`src/adsl_defs.svh`:
```
// Constants for the ADC diagnostic selector: offsets, fields, reset values, codes
`ifndef ADSL_DEFS_SVH
`define ADSL_DEFS_SVH
// ====================
// Register byte offsets
`define ADSL_OFS_CTRL 12'h000
`define ADSL_OFS_RESULT 12'h004
`define ADSL_OFS_STATUS 12'h008
// ====================
// Field positions and reset values
`define ADSL_SEL_LSB 0
`define ADSL_SEL_MSB 2
`define ADSL_START_BIT 4
`define ADSL_CTRL_RESET 3'h0
`define ADSL_RESULT_RESET 16'h0000
`define ADSL_CODE_LSB 2
// ====================
// Selector codes
`define ADSL_SEL_OFF 3'h0
`define ADSL_SEL_ALTERNATE_REFERENCE 3'h1
`define ADSL_SEL_SUPPLY 3'h2
`define ADSL_SEL_LEVEL_SHIFT_AMP 3'h3
`define ADSL_SEL_ZERO 3'h4
`define ADSL_SEL_FULL 3'h5
`define ADSL_SEL_TEMP 3'h6
`endif

```
`src/adsl_pkg.sv`:
```
// Types shared by the ADC diagnostic selector
`default_nettype none
package adsl_pkg;
  // ====================
  // Analog controls toward the measurement path
  typedef struct packed {
    logic alt_ref_in;
    logic supply_as_ref;
    logic amp_short;
    logic force_bipolar;
    logic skip_chop;
    logic drive_neg;
    logic drive_pos;
    logic temp_in;
  } adsl_ctl_t;
  // ====================
  // Sequencer states
  typedef enum logic [1:0] {
    ADSL_IDLE = 2'b00,
    ADSL_MEAS = 2'b01,
    ADSL_RESULT_REG_A = 2'b10
  } adsl_state_t;
endpackage : adsl_pkg
`default_nettype wire

```
`src/adsl_ctl_decode.sv`:
```
// Decoder from diagnostic selector code to analog path controls
`default_nettype none
`include "adsl_defs.svh"
module adsl_ctl_decode
  import adsl_pkg::*;
(
  input wire logic [2:0] sel,
  input wire logic result_reg_a_phase,
  output adsl_ctl_t ctl
);
  // ====================
  // Per-code control decode, active only in the diagnostic phase except skip_chop, which follows the code alone
  wire logic is_level_shift_amp = (sel == `ADSL_SEL_LEVEL_SHIFT_AMP);
  wire logic is_zero = (sel == `ADSL_SEL_ZERO);
  wire logic is_full = (sel == `ADSL_SEL_FULL);
  assign ctl.alt_ref_in = result_reg_a_phase && (sel == `ADSL_SEL_ALTERNATE_REFERENCE);
  assign ctl.supply_as_ref = result_reg_a_phase && (sel == `ADSL_SEL_SUPPLY);
  assign ctl.amp_short = result_reg_a_phase && is_level_shift_amp;
  // Bipolar forced whatever the configured polarity
  assign ctl.force_bipolar = result_reg_a_phase && (is_level_shift_amp || is_zero || is_full);
  // Chopping stays off for the whole acquisition so the offset survives
  assign ctl.skip_chop = is_level_shift_amp;
  assign ctl.drive_neg = result_reg_a_phase && is_zero;
  assign ctl.drive_pos = result_reg_a_phase && is_full;
  assign ctl.temp_in = result_reg_a_phase && (sel == `ADSL_SEL_TEMP);
endmodule : adsl_ctl_decode
`default_nettype wire

```
`src/adsl_top.sv`:
```
// ADC diagnostic selector with AHB-Lite register slave
//
// Summary of operation
// - Code 1 measures alternate reference
// - Code 2 converts reference using supply reference
// - Code 3 shorts level-shift amplifier inputs
// - Amplifier offset check forces bipolar polarity
// - Amplifier offset check skips chopping phase
// - Code 4 drives input to negative supply
// - Result stored when acquisition completes
// - 14-bit code sits in bits 15..2
// - Code 5 drives input to positive supply
//
// The register offsets and the AHB-Lite slave port were chosen for this implementation.
`default_nettype none
`include "adsl_defs.svh"
module adsl_top
  import adsl_pkg::*;
#(
  parameter int CODE_W = 14,
  parameter int MEAS_CYCLES = 16,
  parameter logic [CODE_W-1:0] TEMP_LIMIT = 14'h3000
)
(
  input wire logic clk,
  input wire logic arst_n,
  input wire logic hsel,
  input wire logic [31:0] haddr,
  input wire logic [1:0] htrans,
  input wire logic hwrite,
  input wire logic [2:0] hsize,
  input wire logic [31:0] hwdata,
  input wire logic hready,
  output logic [31:0] hrdata,
  output logic hreadyout,
  output logic hresp,
  input wire logic adc_done,
  input wire logic [CODE_W-1:0] adc_code,
  output adsl_ctl_t path_ctl,
  output logic result_reg_a_busy,
  output logic over_temp_alert
);
  // ====================
  // Register state
  logic [2:0] result_reg_a_select_field;
  logic [15:0] result_reg_a;
  logic result_new;
  adsl_state_t state;
  adsl_state_t next_state;
  logic [7:0] meas_cnt;
  // ====================
  // AHB-Lite address phase capture
  logic wr_pend;
  logic rd_pend;
  logic [11:0] addr_q;
  wire logic take = hsel && hready && htrans[1];
  wire logic wr_ctrl = wr_pend && (addr_q == `ADSL_OFS_CTRL);
  wire logic start_req = wr_ctrl && hwdata[`ADSL_START_BIT];
  wire logic rd_result = rd_pend && (addr_q == `ADSL_OFS_RESULT);

  // Address phase register, zero wait states
  always_ff @(posedge clk or negedge arst_n)
  begin
    if (!arst_n)
    begin
      wr_pend <= 1'b0;
      rd_pend <= 1'b0;
      addr_q <= 12'h000;
    end
    else
    begin
      wr_pend <= take && hwrite;
      rd_pend <= take && !hwrite;
      addr_q <= haddr[11:0];
    end
  end

  assign hreadyout = 1'b1;
  assign hresp = 1'b0; // Always OKAY

  // ====================
  // Read data mux; unmapped reads return zero
  wire logic [31:0] rd_ctrl = {29'h0000_0000, result_reg_a_select_field};
  wire logic [31:0] rd_res = {16'h0000, result_reg_a};
  wire logic [31:0] rd_stat = {29'h0000_0000, over_temp_alert, result_new, result_reg_a_busy};
  assign hrdata = (addr_q == `ADSL_OFS_CTRL) ? rd_ctrl :
                  (addr_q == `ADSL_OFS_RESULT) ? rd_res :
                  (addr_q == `ADSL_OFS_STATUS) ? rd_stat : 32'h0000_0000;

  // Selector write; held while an acquisition runs
  always_ff @(posedge clk or negedge arst_n)
  begin
    if (!arst_n)
      result_reg_a_select_field <= `ADSL_CTRL_RESET;
    else if (wr_ctrl && state == ADSL_IDLE)
      result_reg_a_select_field <= hwdata[`ADSL_SEL_MSB:`ADSL_SEL_LSB];
  end

  // ====================
  // Acquisition sequencer: normal scan, then diagnostic portion
  wire logic result_reg_a_on = (result_reg_a_select_field != `ADSL_SEL_OFF);
  wire logic meas_end = (meas_cnt == 8'(MEAS_CYCLES - 1));
  always_comb
  begin
    next_state = state;
    case (state)
      ADSL_IDLE: if (start_req) next_state = ADSL_MEAS;
      ADSL_MEAS: if (meas_end) next_state = result_reg_a_on ? ADSL_RESULT_REG_A : ADSL_IDLE;
      ADSL_RESULT_REG_A: if (adc_done) next_state = ADSL_IDLE;
      default: next_state = ADSL_IDLE;
    endcase
  end

  // State and scan counter
  always_ff @(posedge clk or negedge arst_n)
  begin
    if (!arst_n)
    begin
      state <= ADSL_IDLE;
      meas_cnt <= 8'h00;
    end
    else
    begin
      state <= next_state;
      meas_cnt <= (state == ADSL_MEAS) ? meas_cnt + 8'h01 : 8'h00;
    end
  end

  assign result_reg_a_busy = (state != ADSL_IDLE);

  // ====================
  // Path control decode
  adsl_ctl_decode adsl_ctl_decode_inst (
    .sel(result_reg_a_select_field),
    .result_reg_a_phase(state == ADSL_RESULT_REG_A),
    .ctl(path_ctl)
  );

  // ====================
  // Result capture at completion; new flag set wins over read clear
  wire logic capture = (state == ADSL_RESULT_REG_A) && adc_done;
  always_ff @(posedge clk or negedge arst_n)
  begin
    if (!arst_n)
    begin
      result_reg_a <= `ADSL_RESULT_RESET;
      result_new <= 1'b0;
      over_temp_alert <= 1'b0;
    end
    else
    begin
      if (capture)
        result_reg_a <= {adc_code, 2'b00};
      if (capture)
        result_new <= 1'b1;
      else if (rd_result)
        result_new <= 1'b0;
      if (capture && result_reg_a_select_field == `ADSL_SEL_TEMP)
        over_temp_alert <= (adc_code >= TEMP_LIMIT);
    end
  end
endmodule : adsl_top
`default_nettype wire

```
`config.mk`:
```
export PLATFORM = sky130hd
export DESIGN_NAME = adsl_top
export DESIGN_NICKNAME = d
export VERILOG_FILES = /design/src/adsl_pkg.sv /design/src/adsl_ctl_decode.sv /design/src/adsl_top.sv
export VERILOG_INCLUDE_DIRS = /design/src
export SDC_FILE = /design/constraint.sdc
export NUM_CORES = 1
export LEC_CHECK = 0
export ABC_AREA = 1
export BUFFER_PORTS_ARGS = -buffer_cell sky130_fd_sc_hd__buf_2
export CAP_MARGIN = 5
export CELL_PAD_IN_SITES_DETAIL_PLACEMENT = 1
export CELL_PAD_IN_SITES_GLOBAL_PLACEMENT = 1
export CORE_MARGIN = 4
export CORE_UTILIZATION = 29
export CTS_CLUSTER_DIAMETER = 50
export DETAILED_ROUTE_END_ITERATION = 6
export PLACE_DENSITY = 0.88
export SYNTH_ARGS = -nofsm -noshare
export SYNTH_HDL_FRONTEND = slang
export SYNTH_SLANG_ARGS = --single-unit
```
`constraint.sdc`:
```
create_clock -name clk -period 1.7 [get_ports clk]
set_input_delay 0.34 -clock clk [delete_from_list [all_inputs] [get_ports clk]]
set_output_delay 0.34 -clock clk [all_outputs]
set_load 0.03 [all_outputs]
```
==> reports/metrics.csv <==
metric,value,unit
status,"complete, but fails checks",
failing checks,negative setup slack,
antenna violations before repair,0,
gp weighted congestion,0.722,
Total Routing Usage GR,12.7,%
"Max FO, Critical Path",13,
DRC viols,0,
ant diodes,0,
final worst path period share,115,%
CTS sink count,43,
io pins,133,
die span in y,91.7,microns
DP HPWL,3780,microns
Placed Instances,398,
synthesized flop and latch total,43,
# rows,30,
DRT iter0 DRCs,62,
Final ANT Viol Nets,0,
global-route wire length before repair,8550,microns
die span in x,91.7,microns
gr ovfl total,0,
syn_area_per_cell,8.49,sq um
clock tree buffer depth,2,
worst setup path class,reg -> out,
IO Port Bufs,62,
crit path launch type,flip-flop,
worst vdd ir,438,uV
Yosys cell types,21,
crit path DAT,1.61,ns
layout cell share with drive strength beyond 1,38.1,%
top sig layer,met4,
Pre-antenna DRT Iters,4,
Main synth FF type,dfrtp_1,
Initial Util,29.9,%
worst min path class,in -> async,
clock root buffer,clkbuf_8,
Final Hold Viols,0,
vias in the first global route,1882,
largest net degree at the start of global routing,44,
Mapped Area,0.00203,sq mm
via count,1774,
RR Endpoint,state[1]$_DFFE_PN0P_,
nets,404,
WL per Instance,12.7,microns
worst r2r src,meas_cnt[0]$_DFF_PN0_,
slew margin rel.,62.4,%
"slowest stage delay, CP",0.37,ns
routed wire length,5200,microns
Power Total,0.00300,W
CP required,1.36,ns
Final Max Slew Viols,0,
Ys Warns,0,
final worst slack,-0.254,ns
fraction of registers with async set/reset,100,%
Worst-path clk slew,0.08,ns
Post-synth EDFFs,0,
R2R setup slack,0.21,ns
CTS H-Tree Depth,2,
Met3 Wirelength,272,microns
RSZ-0062 raised after global routing,yes,
fmax,0.512,GHz
CTS buffer count,5,
fin crit period,1.95,ns
setup tns final,-3.55,ns
Worst-Skew Late Latency,0.29,ns
register area share after synthesis,53.0,%
TritonCTS clock tree,yes,
skew final,0.00360,ns
synthesis-to-finish area growth,36.6,%
Leak,1.43,nW
number of max-cap violations,0,
final design utilization,40.8,%
Non-Filler Instances,411,
Crit-path slowest cell,dfrtp_1,
crit-path cells,"nor2_1, nand2_1, nor2_4, nand2_2, buf_12, nor2_2, buf_6",
Core Region,0.00679,sq mm
CP endpoint kind,primary output,
Hold Buf Count CTS,0,
Slew @ Worst Pin,0.564,ns
pwr/cell area,1080,mW/mm^2
synthesized instance count,239,
r2r worst-path depth,9,
setup violators final,19,
routed length on met2,2900,microns
Hold WS,0.105,ns
Total Die Area,0.00840,sq mm
wire length on met1,1950,microns
vias per cell,4.32,
[registers in the layout, indices dropped and copies added, names as in the netlist, 2 cells and up]
signal	flops
result_reg_a	14
addr_q	12
meas_cnt	8
result_reg_a_select_field	3
state	2
[cells in the final DEF, fill, tap and decap left out, types with 2 or more instances in the layout]
| master | netlist | layout |
|---|---|---|
| a21oi_1 | 17 | 17 |
| buf_2 | 0 | 41 |
| buf_4 | 20 | 14 |
| buf_6 | 2 | 18 |
| bufinv_16 | 0 | 2 |
| clkbuf_8 | 0 | 5 |
| conb_1 | 2 | 18 |
| dfrtp_1 | 43 | 43 |
| inv_1 | 33 | 30 |
| inv_2 | 3 | 6 |
| nand2_1 | 25 | 21 |
| nand2_2 | 2 | 6 |
| nand3_1 | 12 | 12 |
| nor2_1 | 53 | 38 |
| nor2_2 | 2 | 15 |
| nor2_4 | 4 | 6 |
| nor3_1 | 3 | 2 |
| o21ai_0 | 12 | 8 |
| o21ai_1 | 0 | 2 |
| o21ai_2 | 1 | 3 |
[final cells by class]
type,count,area [sq um]
flip-flops and latches,43,1080
multi-input cells,154,776
fillers,828,4020
repair buffers,74,533
inverters,36,135
well taps,96,120
clock inverters,2,60.1
clock buffers,6,72.6
[where the power goes]
group          switching (W)  internal [W]  total [W]
logic               0.000499      0.000242   0.000741
clock network       0.000354      0.000587   0.000941
registers          0.0000925       0.00123    0.00132
total               0.000945       0.00206    0.00300
[cell usage after synthesis, types with 2 or more instances]
cell type  number  share of area [%]
a21oi_1        17                4.2
inv_2           3               0.55
nor2_1         53                9.8
nor3_1          3               0.74
nor2_4          4                2.2
conb_1          2               0.37
nand2_2         2               0.62
nand3_1        12                3.0
nor2_2          2               0.62
buf_4          20                7.4
o21ai_0        12                3.0
buf_6           2                1.1
nand2_1        25                4.6
dfrtp_1        43                 53
inv_1          33                6.1
[critical path, delay by kind of cell, from the launching register on]
kind / cells / cell delay (ns)
buf+inv: 2 / 0.31
flops: 1 / 0.37
simple gates: 5 / 0.64
[worst max path at each step]
stage / startpoint / end / cells after the start
final: addr_q[9]$_DFF_PN0_ / hrdata[10] / 7
after global routing: addr_q[9]$_DFF_PN0_ / hrdata[10] / 7
after CTS: addr_q[5]$_DFF_PN0_ / hrdata[3] / 7
after detailed placement: addr_q[9]$_DFF_PN0_ / hrdata[3] / 7
after global placement: addr_q[11]$_DFF_PN0_ / hrdata[15] / 7
after floorplan: addr_q[11]$_DFF_PN0_ / hrdata[0] / 5
[through the flow]
stage	instance area (sq um)	setup slack (ns)
floorplan	2110	-0.145
global placement	2420	0.0404
detailed placement	2420	-0.000601
CTS	2660	-0.242
global route	2770	-0.368
finish	2770	-0.254
[kinds of logic after synthesis]
kind of cell | Yosys count | share of synthesized area [%]
fa+ha+maj | 1 | 0.616
other cells | 2 | 0.370
flops | 43 | 53.0
compound gates | 31 | 7.89
buf+inv | 58 | 15.2
mux | 1 | 0.555
simple gates | 103 | 22.4
[routing by layer]
| layer | up-vias | track usage (%) |
|---|---|---|
| met3 | 8 | 3.45 |
| met4 | 0 | 4.02 |
| met2 | 53 | 24.0 |
| li1 | 845 | - |
| met5 | - | 0 |
| met1 | 868 | 13.4 |
[what timing repair did]
item                                   4_1_cts  5_1_grt
setup endpoints to repair                   22       23
setup buffers                                4        1
gates resized for setup                     32       31
endpoints found under the hold margin        0        0
gates cloned                                 0        0
pin swaps                                    3        5
Power figures use the tool's default switching activity.
